### config.mk
export PLATFORM = sky130hd
export DESIGN_NAME = msp_top
export DESIGN_NICKNAME = d
export VERILOG_FILES = /design/src/design/msp_pkg.sv /design/src/design/msp_top.sv /design/src/design/msp_tick.sv
export SDC_FILE = /design/constraint.sdc
export NUM_CORES = 1
export LEC_CHECK = 0
export BUFFER_PORTS_ARGS = -buffer_cell sky130_fd_sc_hd__clkbuf_2
export CORE_UTILIZATION = 58
export CTS_BUF_LIST = sky130_fd_sc_hd__clkbuf_8 sky130_fd_sc_hd__clkbuf_16
export DETAILED_ROUTE_END_ITERATION = 12
export GPL_ROUTABILITY_DRIVEN = 1
export HOLD_SLACK_MARGIN = 0.02
export PLACE_DENSITY = 0.93
export SYNTH_ARGS = -nofsm -noshare
export SYNTH_HDL_FRONTEND = slang
export SYNTH_SLANG_ARGS = --single-unit
### constraint.sdc
create_clock -name clk -period 4.1 [get_ports clk]
set_input_delay 0.615 -clock clk [delete_from_list [all_inputs] [get_ports clk]]
set_output_delay 0.615 -clock clk [all_outputs]
set_load 0.01 [all_outputs]
### src/design/msp_pkg.sv
// Package of constants and types for the multi-mode serial port
package msp_pkg;
  localparam logic [3:0] MSP_CTRL_OFS = 4'h0;
  localparam logic [3:0] MSP_BUF_OFS = 4'h1;
  localparam logic [3:0] MSP_BAUD_OFS = 4'h2;
  localparam logic [3:0] MSP_STAT_OFS = 4'h3;
  localparam logic [3:0] MSP_IRQ_STAT_OFS = 4'h4;
  localparam logic [3:0] MSP_IRQ_EN_OFS = 4'h5;
  localparam logic [3:0] MSP_IRQ_CLR_OFS = 4'h6;
  localparam int MSP_CTRL_MODE_LO = 0;
  localparam int MSP_CTRL_MODE_HI = 1;
  localparam int MSP_CTRL_ORDER = 2;
  localparam int MSP_CTRL_IE = 3;
  localparam int MSP_CTRL_REC = 4;
  localparam int MSP_CTRL_RUN = 5;
  localparam int MSP_CTRL_END = 6;
  localparam int MSP_CTRL_OVR = 7;
  localparam int MSP_CTRL_EXTCLK = 8;
  localparam logic [8:0] MSP_CTRL_RST = 9'h000;
  localparam logic [8:0] MSP_BUF_RST = 9'h1FF;
  localparam logic [7:0] MSP_BAUD_RST = 8'h00;
  localparam int MSP_STAT_PSW1 = 0;
  localparam int MSP_IRQ_END = 0;
  localparam int MSP_IRQ_OVR = 1;
  localparam int MSP_IRQ_W = 2;
  localparam int MSP_SYNC_BITS = 8;
  localparam int MSP_UART_BITS = 9;

  typedef enum logic [1:0] {
    MSP_MODE_SYNC,
    MSP_MODE_UART,
    MSP_MODE_BMASTER,
    MSP_MODE_BSLAVE
  } msp_mode_t;

  typedef struct packed {
    logic clk_out;
    logic clk_oe;
    logic dout;
    logic dio_out;
    logic dio_oe;
  } msp_pins_t;
endpackage

### src/design/msp_top.sv
// Multi-mode serial port: synchronous shift and UART core, Avalon slave
`timescale 1ns/1ps
module msp_top #(
  parameter int BAUD_W = 8
) (
  input wire logic clk,
  input wire logic rst_n,
  input wire logic [3:0] avs_address,
  input wire logic avs_read,
  input wire logic avs_write,
  input wire logic [31:0] avs_writedata,
  output logic [31:0] avs_readdata,
  output logic avs_waitrequest,
  input wire logic serial_clock_pin_in,
  input wire logic data_io_pin_in,
  output msp_pkg::msp_pins_t pins,
  output logic psw_stop_bit,
  output logic irq
);
  import msp_pkg::*;

  logic rst_s1, rst_s2;
  always_ff @(posedge clk or negedge rst_n) begin
    if (!rst_n) begin
      rst_s1 <= 1'b0;
      rst_s2 <= 1'b0;
    end else begin
      rst_s1 <= 1'b1;
      rst_s2 <= rst_s1;
    end
  end
  logic rn;
  assign rn = rst_s2;

  // Pin synchronisers; stage one is read only by stage two
  logic sck_s1, sck_s2, sck_d, dio_s1, dio_s2, dio_d;
  always_ff @(posedge clk or negedge rn) begin
    if (!rn) begin
      sck_s1 <= 1'b1;
      sck_s2 <= 1'b1;
      sck_d <= 1'b1;
      dio_s1 <= 1'b1;
      dio_s2 <= 1'b1;
      dio_d <= 1'b1;
    end else begin
      sck_s1 <= serial_clock_pin_in;
      sck_s2 <= sck_s1;
      sck_d <= sck_s2;
      dio_s1 <= data_io_pin_in;
      dio_s2 <= dio_s1;
      dio_d <= dio_s2;
    end
  end

  logic [8:0] ctrl;
  logic [8:0] sbuf;
  logic [BAUD_W-1:0] baud;
  logic [MSP_IRQ_W-1:0] irq_stat, irq_en;
  logic [7:0] shifter;
  logic [3:0] bitcnt;
  logic phase;
  logic clk_lvl;
  logic [8:0] next_sbuf;

  msp_mode_t mode;
  assign mode = msp_mode_t'({ctrl[MSP_CTRL_MODE_HI], ctrl[MSP_CTRL_MODE_LO]});
  logic is_sync, is_uart, extclk, run, endf, rec, lsb_first;
  assign is_sync = (mode == MSP_MODE_SYNC);
  assign is_uart = (mode == MSP_MODE_UART);
  assign extclk = ctrl[MSP_CTRL_EXTCLK] && is_sync;
  assign run = ctrl[MSP_CTRL_RUN];
  assign endf = ctrl[MSP_CTRL_END];
  assign rec = ctrl[MSP_CTRL_REC];
  assign lsb_first = ctrl[MSP_CTRL_ORDER];

  // Bus decode; zero wait states
  logic wr_ctrl, wr_buf, wr_baud, wr_ien, wr_iclr, rd_buf;
  assign avs_waitrequest = 1'b0;
  assign wr_ctrl = avs_write && (avs_address == MSP_CTRL_OFS);
  assign wr_buf = avs_write && (avs_address == MSP_BUF_OFS);
  assign wr_baud = avs_write && (avs_address == MSP_BAUD_OFS);
  assign wr_ien = avs_write && (avs_address == MSP_IRQ_EN_OFS);
  assign wr_iclr = avs_write && (avs_address == MSP_IRQ_CLR_OFS);
  assign rd_buf = avs_read && (avs_address == MSP_BUF_OFS);

  // Internal clock half-bit ticks; a UART bit spans two ticks
  logic tick;
  msp_tick #(.W(BAUD_W)) u_baud (
    .clk(clk),
    .rst_n(rn),
    .run(run && !extclk),
    .reload(baud),
    .tick(tick)
  );

  // Sync clock edges: own divider or external pin
  logic int_fall, int_rise, ext_fall, ext_rise, s_fall, s_rise;
  assign int_fall = tick && !phase && is_sync && !extclk;
  assign int_rise = tick && phase && is_sync && !extclk;
  assign ext_fall = !sck_s2 && sck_d;
  assign ext_rise = sck_s2 && !sck_d;
  assign s_fall = extclk ? ext_fall && run : int_fall;
  assign s_rise = extclk ? ext_rise && run : int_rise;

  // UART: start on falling data edge; mid-bit sample on the first
  // half-bit tick, bit boundary on the second
  logic dio_fall, u_start, u_mid, u_tick, u_sample_data, u_stop;
  assign dio_fall = !dio_s2 && dio_d;
  assign u_start = is_uart && !run && !endf && dio_fall;
  assign u_mid = is_uart && run && tick && !phase;
  assign u_tick = is_uart && run && tick && phase;

  // Input is held from mid-bit and shifted in at the boundary, so the
  // shifter keeps each outgoing bit on the pin for a whole bit time
  logic rx_mid;
  always_ff @(posedge clk or negedge rn) begin
    if (!rn) begin
      rx_mid <= 1'b1;
    end else if (u_mid) begin
      rx_mid <= dio_s2;
    end
  end
  logic in_bit;
  assign in_bit = is_uart ? rx_mid : dio_s2;
  assign u_sample_data = u_tick && (bitcnt >= 4'd1) && (bitcnt <= 4'd8);
  assign u_stop = u_tick && (bitcnt == 4'(MSP_UART_BITS));

  logic s_done, done;
  assign s_done = is_sync && s_rise &&
                  (bitcnt == 4'(MSP_SYNC_BITS - 1));
  assign done = s_done || u_stop;

  // Serial output bit, chosen by bit order
  logic out_bit;
  assign out_bit = lsb_first ? shifter[0] : shifter[7];

  logic [7:0] shift_in;
  assign shift_in = lsb_first ? {in_bit, shifter[7:1]} :
                                {shifter[6:0], in_bit};

  logic start_run, start_sync;
  assign start_sync = wr_ctrl && avs_writedata[MSP_CTRL_RUN] && !run;
  assign start_run = start_sync || u_start;

  logic idle_edge_ovr, ovr_set;
  assign idle_edge_ovr = !run && !is_uart ? ext_fall && extclk :
                         (is_uart && !run && ext_fall);
  assign ovr_set = (done && endf) || idle_edge_ovr;

  always_ff @(posedge clk or negedge rn) begin
    if (!rn) begin
      shifter <= 8'hFF;
      bitcnt <= 4'h0;
      phase <= 1'b0;
      clk_lvl <= 1'b1;
    end else if (start_run) begin
      shifter <= sbuf[7:0];
      bitcnt <= 4'h0;
      phase <= 1'b0;
      clk_lvl <= 1'b1;
    end else if (run) begin
      if (tick) begin
        phase <= !phase;
      end
      if (s_fall) begin
        clk_lvl <= 1'b0;
      end
      if (s_rise) begin
        clk_lvl <= 1'b1;
        shifter <= shift_in;
        bitcnt <= bitcnt + 4'h1;
      end
      if (u_tick) begin
        bitcnt <= bitcnt + 4'h1;
        if (u_sample_data) begin
          shifter <= shift_in;
        end
      end
    end
  end

  // Buffer bits 0-7 take the shifter at completion, bit 8 on stop
  always_comb begin
    next_sbuf = sbuf;
    if (wr_buf) begin
      next_sbuf = avs_writedata[8:0];
    end
    if (s_done) begin
      next_sbuf[7:0] = shift_in;
    end
    if (u_stop) begin
      next_sbuf[7:0] = shifter;
      next_sbuf[8] = rx_mid;
    end
  end

  logic [8:0] next_ctrl;
  always_comb begin
    next_ctrl = ctrl;
    if (wr_ctrl) begin
      next_ctrl = avs_writedata[8:0];
    end
    if (u_start) begin
      next_ctrl[MSP_CTRL_RUN] = 1'b1;
    end
    if (done) begin
      next_ctrl[MSP_CTRL_RUN] = 1'b0;
      next_ctrl[MSP_CTRL_END] = 1'b1;
    end
    if (ovr_set) begin
      next_ctrl[MSP_CTRL_OVR] = 1'b1;
    end
  end

  always_ff @(posedge clk or negedge rn) begin
    if (!rn) begin
      ctrl <= MSP_CTRL_RST;
      sbuf <= MSP_BUF_RST;
      baud <= BAUD_W'(MSP_BAUD_RST);
      psw_stop_bit <= 1'b0;
    end else begin
      ctrl <= next_ctrl;
      sbuf <= next_sbuf;
      if (wr_baud) begin
        baud <= avs_writedata[BAUD_W-1:0];
      end
      if (rd_buf && is_uart) begin
        psw_stop_bit <= sbuf[8];
      end
    end
  end

  // Interrupt status: set wins over clear
  logic [MSP_IRQ_W-1:0] irq_ev;
  assign irq_ev = {ovr_set, done};
  always_ff @(posedge clk or negedge rn) begin
    if (!rn) begin
      irq_stat <= '0;
      irq_en <= '0;
    end else begin
      irq_stat <= (irq_stat & ~(wr_iclr ? avs_writedata[MSP_IRQ_W-1:0] :
                   '0)) | irq_ev;
      if (wr_ien) begin
        irq_en <= avs_writedata[MSP_IRQ_W-1:0];
      end
    end
  end
  assign irq = |(irq_stat & irq_en) && ctrl[MSP_CTRL_IE];

  // Read mux over register outputs; data stands while read is held
  logic [31:0] rd_mux;
  assign rd_mux =
    (avs_address == MSP_CTRL_OFS) ? {23'h0, ctrl} :
    (avs_address == MSP_BUF_OFS) ? {23'h0, sbuf} :
    (avs_address == MSP_BAUD_OFS) ? 32'(baud) :
    (avs_address == MSP_STAT_OFS) ? {31'h0, psw_stop_bit} :
    (avs_address == MSP_IRQ_STAT_OFS) ? {30'h0, irq_stat} :
    (avs_address == MSP_IRQ_EN_OFS) ? {30'h0, irq_en} : 32'h0;
  always_comb begin
    avs_readdata = avs_read ? rd_mux : 32'h0;
  end

  // UART output frame: start low, data, stop high
  logic u_out;
  assign u_out = (bitcnt == 4'h0) ? 1'b0 :
                 (bitcnt <= 4'd8) ? out_bit : 1'b1;
  logic tx_bit;
  assign tx_bit = !run ? 1'b1 : rec ? 1'b1 :
                  is_uart ? u_out : out_bit;
  always_comb begin
    pins.clk_out = clk_lvl;
    pins.clk_oe = is_sync && !extclk;
    pins.dout = tx_bit;
    pins.dio_out = 1'b0;
    pins.dio_oe = run && !rec && !tx_bit;
  end

  a_done_sets_end: assert property (@(posedge clk) disable iff (!rn)
    done |=> endf) else $error("end flag not set");
  a_ovr_on_double: assert property (@(posedge clk) disable iff (!rn)
    (done && endf) |=> ctrl[MSP_CTRL_OVR])
    else $error("overrun missed");
  a_uart_autostart: assert property (@(posedge clk) disable iff (!rn)
    u_start |=> run) else $error("uart start missed");
  a_stop_bit8: assert property (@(posedge clk) disable iff (!rn)
    u_stop |=> sbuf[8] == $past(rx_mid))
    else $error("bit 8 wrong");
  a_sync_no_bit8: assert property (@(posedge clk) disable iff (!rn)
    (is_sync && !wr_buf) |=> $stable(sbuf[8]))
    else $error("bit 8 moved");
  a_psw_copy: assert property (@(posedge clk) disable iff (!rn)
    (rd_buf && is_uart) |=> psw_stop_bit == $past(sbuf[8]))
    else $error("psw copy wrong");
  a_load_shift: assert property (@(posedge clk) disable iff (!rn)
    start_run |=> shifter == $past(sbuf[7:0]))
    else $error("shifter load");
  a_clk_drive: assert property (@(posedge clk) disable iff (!rn)
    pins.clk_oe == (is_sync && !extclk))
    else $error("clock dir");
  a_mode_sync: assert property (@(posedge clk) disable iff (!rn)
    (is_sync && run && !rec) |-> pins.dout == out_bit)
    else $error("sync framing");
endmodule

### src/design/msp_tick.sv
// Baud divider producing one-cycle half-bit ticks
`timescale 1ns/1ps
module msp_tick #(
  parameter int W = 8
) (
  input wire logic clk,
  input wire logic rst_n,
  input wire logic run,
  input wire logic [W-1:0] reload,
  output logic tick
);
  logic [W-1:0] cnt;
  logic [W-1:0] next_cnt;
  logic hit;

  assign hit = (cnt == '0);
  assign next_cnt = (!run || hit) ? reload : cnt - 1'b1;
  assign tick = run && hit;

  always_ff @(posedge clk or negedge rst_n) begin
    if (!rst_n) begin
      cnt <= '0;
    end else begin
      cnt <= next_cnt;
    end
  end
endmodule

==> metrics, run 1 <==
Port Buffer Count=33; drt pass-1 iters=5; min cycle time layout=2.65 ns; Setup CP Type=flop to output pin; number of storage elements in the synthesis netlist=62; launching element type of the critical path=flop; cell area after synthesis=between 3000 and 4000 µm²; Clk network pwr share=0.239; sequential fraction of the synthesis area=0.421; vias in the first global route=about 2900; I/O pins=82; Initial Utilization=0.617; Int Pwr=between 1 and 1.5 mW; Final #Nets=470; die width=about 83 µm; Synth async-reset ratio=1.00; post_cts resized=0; Final TNS setup=0 ns; via total after detailed routing=between 3000 and 4000; biggest cell delay along the critical path=0.71 ns; layout cells sized above 1=0.250; number of max-cap violations=0; full die area=about 6800 µm²; Residual DRC=0; row count=28; GPL Wtd Cong=just over 0.9; fmax=~380 MHz; TritonCTS clock tree=done; Comb pwr share=0.308; drt via density=between 6 and 7; CP Data Arrival Time=around 2.0 ns; worst clock skew=roughly 0.0073 ns; RSZ-0062 raised after global routing=false; syn_area_per_cell=around 9.4 µm²; Syn Inst Count=399; Tot Pwr=2.38 mW; yosys warns=0; clk sink count=62; final hold vios=0; Post-synth EDFFs=0; TritonCTS Buffers=9; Max Buffers Root-to-Sink=2; Worst Setup End Kind=output pin; area leader, netlist=dfrtp_1; first-pass GRT wire length=14600 µm; # hold bufs at CTS=0; post-synth top area share=0.246; antenna cells=0; CTS root buf=clkbuf_8; grt total ovfl=0; class of the most critical hold timing path=input port to asynchronous set/reset pin; status=finished clean; setup violators final=0; core area=6100 µm²; Cell Chain, Critical Path=mux2i_1, nand2_1, a211oi_1, inv_1, clkbuf_2; Final ANT Viol Nets=0; Reg clk slew, reported paths=around 0.07 ns; WL/cell=18.2 µm; VDD IR max=about 350 µV; H-tree depth=3; pwr dens=~600 nW/µm²; leakage=1.81 nW; Post-Route WL=around 9000 µm; R2R Setup Slk=approximately 1.7 ns; Cell variety after synth=58; crit share post-route=0.647; critical path required time=approximately 3.5 ns; Net Sw Frac=0.370; Die Y=about 83 µm; Area contributors post-synth=dfrtp_1, dfstp_2, mux2_2; crit-path max FO=13; 1st-iter DRT viols=240; post-CTS setup buffer count=0; Worst-Margin Slew=between 0.7 and 0.8 ns; Psw=about 880 µW; gr usage total=0.296; Worst-Skew Late Latency=between 0.3 and 0.4 ns; CP max-delay cell=dfrtp_1; Final Core Density=0.665; Top FF cell, synth=dfrtp_1; Rel. slew slack=0.492; post-detail-place hpwl=around 6500 µm; Flop pwr share=0.453; Area Growth Syn to Fin=7.71%; largest net degree at the start of global routing=between 60 and 70; worst hold slack=roughly 0.04 ns; fin. max-slew vios=0; antenna violations before repair=0
## path summary, 6_finish.rpt
path	cells past startpoint	to	startpoint
min	1	rst_s1	rst_n
max	5	pins[2]	ctrl[2]
max reg2reg	7	shifter[5]	u_baud.cnt[0]
min reg2reg	0	sck_s2	sck_s1
max in group asynchronous	1	ctrl[8]	rn
min in group clk	1	dio_s1	data_io_pin_in
## synthesized netlist by cell type (3+ instances only)
cell,number
xor2_1,3
nor2b_1,5
buf_4,28
nand2_1,45
inv_1,13
a21oi_1,28
nand3_1,6
dfrtp_1,37
mux2i_1,19
buf_2,4
o32ai_1,7
dfstp_2,25
a221o_1,8
o21ai_0,13
nor2_1,39
and2_1,5
nand2b_1,5
xnor2_1,4
nand4_1,4
nand4b_1,3
or2_2,3
nor3_1,4
clkbuf_1,13
a211oi_1,6
and3_1,3
o21bai_1,3
ha_1,5
mux2_2,20
## cell families after synthesis
group,share of synthesized area
AND/OR/NAND/NOR,0.192
AO/OA/AOI/OAI,0.151
flip-flops,0.421
buffers and inverters,0.0911
multiplexers,0.110
XOR/XNOR,0.0163
adder cells (fa/ha/maj),0.0166
other,0.00200
## per-stage QoR
step                      cell area (µm²)  worst slack [ns]  std cells
after floorplan                      3850              1.78        423
after global placement               3840              1.21        487
after detailed placement             3840              1.17        487
after CTS                            4050              1.41        503
after global routing                 4050              1.28        503
final                                4050              1.45        503
## layout by cell type, fill, tap and decap left out, types with 3 or more instances in the layout
cell type,count
nand2_1,45
nor2_1,39
dfrtp_1,36
clkbuf_2,33
a21oi_1,28
conb_1,26
dfstp_2,25
mux2_2,20
mux2i_1,19
inv_1,14
o21ai_0,13
clkbuf_8,12
a221o_1,8
o32ai_1,7
a211oi_1,6
nand3_1,6
nand2b_1,5
nor2b_1,5
and2_1,5
ha_1,5
xnor2_1,4
nor3_1,4
nand4_1,4
xor2_1,3
or2_2,3
nand4b_1,3
o21bai_1,3
and3_1,3
buf_4,3
## area by class of cell
cell class / count / area (µm²)
fill: 467 / 2040
multi-input combinational: 301 / 1930
sequential: 62 / 1580
timing repair buffer: 36 / 188
clock buffer: 12 / 165
tap: 75 / 93.8
inverter: 13 / 48.8
clock inverter: 4 / 46.3
## routing by layer
| layer | global-route usage | share of wire | vias up |
|---|---|---|---|
| li1 | - | - | 1411 |
| met1 | 0.385 | 0.41 | 1507 |
| met4 | 0.133 | 0.037 | 0 |
| met5 | 0 | 0 | - |
| met3 | 0.0681 | 0.075 | 33 |
| met2 | 0.470 | 0.48 | 168 |
## power groups by stage
| stage | Clock [mW] | Sequential (mW) | Combinational [mW] |
|---|---|---|---|
| after floorplan | 0 | 0.984 | 0.606 |
| after global placement | 0 | 1.06 | 0.673 |
| after CTS | 0.572 | 1.06 | 0.730 |
| final | 0.567 | 1.08 | 0.732 |
| after detailed placement | 0 | 1.07 | 0.716 |
| after global routing | 0.599 | 1.10 | 0.812 |
## flip-flops by register name (all words and copies together) (netlist names), 2 cells and up
| register | count |
|---|---|
| ctrl | 9 |
| sbuf | 9 |
| baud | 8 |
| shifter | 8 |
| u_baud.cnt | 8 |
| bitcnt | 4 |
| irq_en | 2 |
| irq_stat | 2 |
## worst max-delay path, delay by kind of cell, from the launching register on
kind	cells	cell delay [ns]
flops	1	0.71
mux	1	0.34
compound gates	1	0.34
buf+inv	2	0.20
simple gates	1	0.10
Power figures use the tool's default switching activity.
==> run 2: changes to the inputs <==
--- a/config.mk
+++ b/config.mk
@@ -6,12 +6,12 @@
 export NUM_CORES = 1
 export LEC_CHECK = 0
 export BUFFER_PORTS_ARGS = -buffer_cell sky130_fd_sc_hd__clkbuf_2
-export CORE_UTILIZATION = 58
+export CORE_UTILIZATION = 55
 export CTS_BUF_LIST = sky130_fd_sc_hd__clkbuf_8 sky130_fd_sc_hd__clkbuf_16
 export DETAILED_ROUTE_END_ITERATION = 12
 export GPL_ROUTABILITY_DRIVEN = 1
 export HOLD_SLACK_MARGIN = 0.02
-export PLACE_DENSITY = 0.93
+export PLACE_DENSITY = 0.9
 export SYNTH_ARGS = -nofsm -noshare
 export SYNTH_HDL_FRONTEND = slang
 export SYNTH_SLANG_ARGS = --single-unit
==> constraint.sdc (replaced) <==
create_clock -name clk -period 2.45 [get_ports clk]
set_input_delay 0.3675 -clock clk [delete_from_list [all_inputs] [get_ports clk]]
set_output_delay 0.3675 -clock clk [all_outputs]
set_load 0.01 [all_outputs]
==> run 2 against run 1 <==
The run now ends with DRC left. Setup slack worse by 1.3 ns. Count of clock-buffer cells in the layout fell by 1. Non-clock buffer count rose by 13. Hold slack better by 0.046 ns. Routed wire length increased by 5.6%. Register-to-register slack worse by 1.4 ns. Cell count up 3.0%. Global-route usage decreased by 1.3 points. Clock power increased by 64%. Sequential share of layout area down 1.1 points.
==> metrics, run 2 (synthesis gave the netlist of run 1 again) <==
Largest regs=ctrl: 9 flops, sbuf: 9 flops; Net Sw Frac=0.372; antenna violations before repair=0; Post-Route WL=just under 10000 µm; VDD IR max=approximately 560 µV; post-detail-place hpwl=about 6900 µm; Comb pwr share=0.326; I/O pins=just over 80; die width=between 80 and 90 µm; first-pass GRT wire length=15500 µm; Int Pwr=around 2.5 mW; setup violators final=0; antenna cells=0; drt pass-1 iters=12; Area Growth Syn to Fin=10.7%; worst hold slack=0.0873 ns; # placed instances=~500; critical path required time=about 2.1 ns; final hold vios=0; layout cells sized above 1=0.268; hold wc startpoint=data_io_pin_in; Final #Nets=483; Setup WS post-layout=between 0.15 and 0.2 ns; leakage=1.87 nW; CTS root buf=clkbuf_8; WL/cell=~19 µm; Port Buffer Count=33; TritonCTS Buffers=9; Initial Utilization=0.579; clk sink count=62; Setup CP Type=flop to output pin; Final TNS setup=0 ns; pwr dens=roughly 960 nW/µm²; FF/Latch Area=1580 µm²; crit share post-route=0.923; dpl ws=between 0.2 and 0.25 ns; full die area=7180 µm²; fin. max-slew vios=0; Worst-Skew Late Latency=0.35 ns; CP Data Arrival Time=1.89 ns; Worst-Margin Slew=between 0.6 and 0.7 ns; fmax=442 MHz; core area=6490 µm²; Hold EP=dio_s1; WHS Path Cells=1; H-tree depth=3; commonest non-fill, non-tap cell in the layout=nand2_1; Most Frequent Cell on Critical Path=inv_1; Multi-input gate area=around 1900 µm²; Cell Chain, Critical Path=inv_1, ha_1, nand2b_1, o21bai_1, a211oi_1, inv_1, clkbuf_2; vias in the first global route=between 3000 and 4000; Residual DRC=4; R2R Setup Slk=approximately 0.24 ns; CP max-delay cell=dfrtp_1; Rel. slew slack=0.547; class of the most critical hold timing path=input port to flop; failing checks=DRC; post-CTS setup buffer count=0; via total after detailed routing=approximately 3200; Max Buffers Root-to-Sink=2; grt total ovfl=0; drt via density=between 6 and 7; reg-to-reg endpoint=sbuf[1]; Non-Filler Instances=roughly 520; gr usage total=0.283; 1st-iter DRT viols=262; Psw=1.49 mW; Die Y=between 80 and 90 µm; TritonCTS clock tree=done; Worst Setup End Kind=output pin; number of max-cap violations=0; RSZ-0062 raised after global routing=false; status=finished with violations; crit-path max FO=5; worst clock skew=approximately 0.0095 ns; Reg-to-Reg Start=u_baud.cnt[0]; Final ANT Viol Nets=0; most frequent cells in the layout=nand2_1, nor2_1, dfrtp_1; GPL Wtd Cong=approximately 0.96; Reg2Reg Depth=7; biggest cell delay along the critical path=0.44 ns; FILL cells=roughly 510; min cycle time layout=~2.3 ns; Reg clk slew, reported paths=roughly 0.07 ns; launching element type of the critical path=flop; largest net degree at the start of global routing=32; row count=29; Clk network pwr share=0.232; Flop pwr share=0.442
run 2: per-stage QoR:
| step | utilization | total power, mW | cell area [µm²] |
|---|---|---|---|
| after CTS | 0.640 | 3.98 | 4160 |
| after global routing | 0.641 | 4.22 | 4170 |
| final | 0.641 | 4.01 | 4170 |
| after global placement | 0.608 | 2.94 | 3950 |
| after floorplan | - | 2.66 | 3850 |
| after detailed placement | 0.608 | 3.05 | 3950 |
run 2: cell type report:
cell class / instances / area share
multi-input combinational: 301 / 0.465
clock inverter: 5 / 0.0120
sequential: 62 / 0.380
tap: 77 / 0.0231
inverter: 13 / 0.0117
clock buffer: 11 / 0.0363
timing repair buffer: 49 / 0.0721
run 2: per-layer routing:
| layer | GRT usage | up-vias | wire length (µm) |
|---|---|---|---|
| met3 | 0.0777 | 24 | 864 |
| met1 | 0.350 | 1521 | 3780 |
| met4 | 0.103 | 0 | 228 |
| li1 | - | 1437 | - |
| met5 | 0 | - | 0 |
| met2 | 0.477 | 169 | 4780 |
run 2: how the worst max path moves through the flow:
stage	start	to	slack, ns	cells after the start
2_1_floorplan	u_baud.cnt[0]	shifter[0]	0.44	9
3_3_place_gp	u_baud.cnt[0]	sbuf[6]	0.31	7
3_5_place_dp	u_baud.cnt[0]	sbuf[1]	0.21	7
4_1_cts	u_baud.cnt[0]	sbuf[2]	0.16	7
6_report	bitcnt[0]	pins[2]	0.19	7
5_1_grt	bitcnt[0]	pins[2]	0.005	7
run 2: critical path: cells and delay by family, from the launching register on:
family          cells  cell delay (ns)
compound gates      2             0.49
flops               1             0.44
fa+ha+maj           1             0.17
simple gates        1             0.08
buf+inv             3             0.37
run 2: power by group through the flow:
stage / combinational (mW) / clock (mW) / sequential (mW)
6_report: 1.31 / 0.929 / 1.77
5_1_grt: 1.44 / 0.976 / 1.80
4_1_cts: 1.29 / 0.932 / 1.75
3_5_place_dp: 1.28 / 0 / 1.77
3_3_place_gp: 1.20 / 0 / 1.74
2_1_floorplan: 1.01 / 0 / 1.65
run 2: timing repair:
item,CTS,global route
setup endpoints to repair,0,1
hold buffers,1,0
endpoints found under the hold margin,2,0
gates resized for setup,0,1
==> run 3: changes to the inputs <==
--- a/config.mk
+++ b/config.mk
@@ -11,7 +11,7 @@
 export DETAILED_ROUTE_END_ITERATION = 12
 export GPL_ROUTABILITY_DRIVEN = 1
 export HOLD_SLACK_MARGIN = 0.02
-export PLACE_DENSITY = 0.9
+export PLACE_DENSITY = 0.91
 export SYNTH_ARGS = -nofsm -noshare
 export SYNTH_HDL_FRONTEND = slang
 export SYNTH_SLANG_ARGS = --single-unit
==> run 3 against run 2 <==
Core utilization down 0.27 points. First-iteration DRC count up 10%. Global-route usage down 1.4 points. The flow still finishes with violations (DRC).
==> metrics, run 3 (synthesis gave the netlist of run 1 again) <==
drt pass-1 iters=9; launching element type of the critical path=flop; GPL Wtd Cong=0.940; fmax=around 440 MHz; Post-DP Area=3950 µm²; worst clock skew=0.00655 ns; most frequent cells in the layout=nand2_1, nor2_1, dfrtp_1; class of the most critical hold timing path=input port to flop; Largest regs=ctrl: 9 flops, sbuf: 9 flops; TritonCTS clock tree=done; Port Buffer Count=33; Final TNS setup=0 ns; gr usage total=0.269; Final ANT Viol Nets=0; dpl ws=0.260 ns; I/O pins=82; Area Growth Syn to Fin=10.2%; die width=approximately 85 µm; Final #Nets=approximately 480; via total after detailed routing=between 3000 and 4000; largest net degree at the start of global routing=33; Die Y=approximately 85 µm; TritonCTS Buffers=9; crit-path max FO=8; antenna violations before repair=0; Max Buffers Root-to-Sink=2; full die area=around 7200 µm²; number of max-cap violations=0; grt total ovfl=0; Residual DRC=5; vias in the first global route=~3000; first-pass GRT wire length=roughly 15000 µm; leakage=between 1.5 and 2 nW; CP Data Arrival Time=2.54 ns; min cycle time layout=2.28 ns; Finished Cell Area=approximately 4100 µm²; core area=around 6500 µm²; drt via density=just over 6; clk sink count=62; row count=29; final hold vios=0; pwr dens=about 940 nW/µm²; Initial Utilization=0.579; critical path required time=2.71 ns; fin. max-slew vios=0; Non-Filler Instances=between 500 and 600; Reg clk slew, reported paths=roughly 0.070 ns; commonest non-fill, non-tap cell in the layout=nand2_1; Tot Pwr=around 4 mW; 1st-iter DRT viols=slightly below 300; failing checks=DRC; FF/Latch Area=between 1500 and 2000 µm²; crit share post-route=0.930; RSZ-0062 raised after global routing=false; status=finished with violations; post-CTS setup buffer count=0; Setup WS post-layout=approximately 0.17 ns; Setup CP Type=flop to flop; FILL cells=between 500 and 600; H-tree depth=3; # placed instances=501; layout cells sized above 1=0.270; WL/cell=between 15 and 20 µm; Multi-input gate area=between 1500 and 2000 µm²; Post-Route WL=around 9100 µm; antenna cells=0; Worst-Skew Late Latency=~0.34 ns; Worst Setup End Kind=flop; CTS root buf=clkbuf_8; setup violators final=0; Rel. slew slack=0.555; post-detail-place hpwl=6700 µm; worst hold slack=0.106 ns; VDD IR max=around 570 µV; Final Core Density=0.639; Worst-Margin Slew=roughly 0.67 ns
[run 3: layer usage]
metal | share of wire | track usage | routed length, µm
met3 | 0.083 | 0.0737 | 759
met2 | 0.49 | 0.442 | 4460
met1 | 0.41 | 0.349 | 3770
met5 | 0 | 0 | 0
met4 | 0.012 | 0.0832 | 107
[run 3: where the power goes]
| group | total [mW] | internal, mW | switching [mW] |
|---|---|---|---|
| Sequential | 1.76 | 1.40 | 0.359 |
| Combinational | 1.27 | 0.593 | 0.674 |
| Clock | 0.890 | 0.487 | 0.404 |
| Total | 3.92 | 2.48 | 1.44 |
[run 3: path summary, 6_finish.rpt]
path,from,to,slack (ns),cells past startpoint
worst max-delay path,u_baud.cnt[0],sbuf[3],0.17,7
worst min-delay path,data_io_pin_in,dio_s1,0.11,1
worst max register to register,u_baud.cnt[0],sbuf[3],0.17,7
worst min register to register,rn,ctrl[6],0.30,0
max in group asynchronous,rn,sck_s1,1.46,1
min in group asynchronous,rn,ctrl[6],0.30,0
[run 3: repair_timing]
item,4_1_cts,5_1_grt
setup endpoints to repair,0,0
endpoints found under the hold margin,2,0
resized for setup,0,0
hold buffers,1,0
[run 3: layout make-up]
cell class                 instances  area share
clock buffer                      10      0.0332
clock inverter                     6      0.0130
inverter                          13      0.0118
multi-input combinational        301       0.465
sequential                        62       0.382
tap                               77      0.0232
timing repair buffer              49      0.0724
[run 3: critical path: stages (launching register included)]
cell	delay, ns
dfrtp_1	0.41
inv_1	0.07
ha_1	0.22
and4bb_1	0.30
nand4b_1	0.15
a21oi_2	0.48
mux2_2	0.39
a21oi_1	0.17
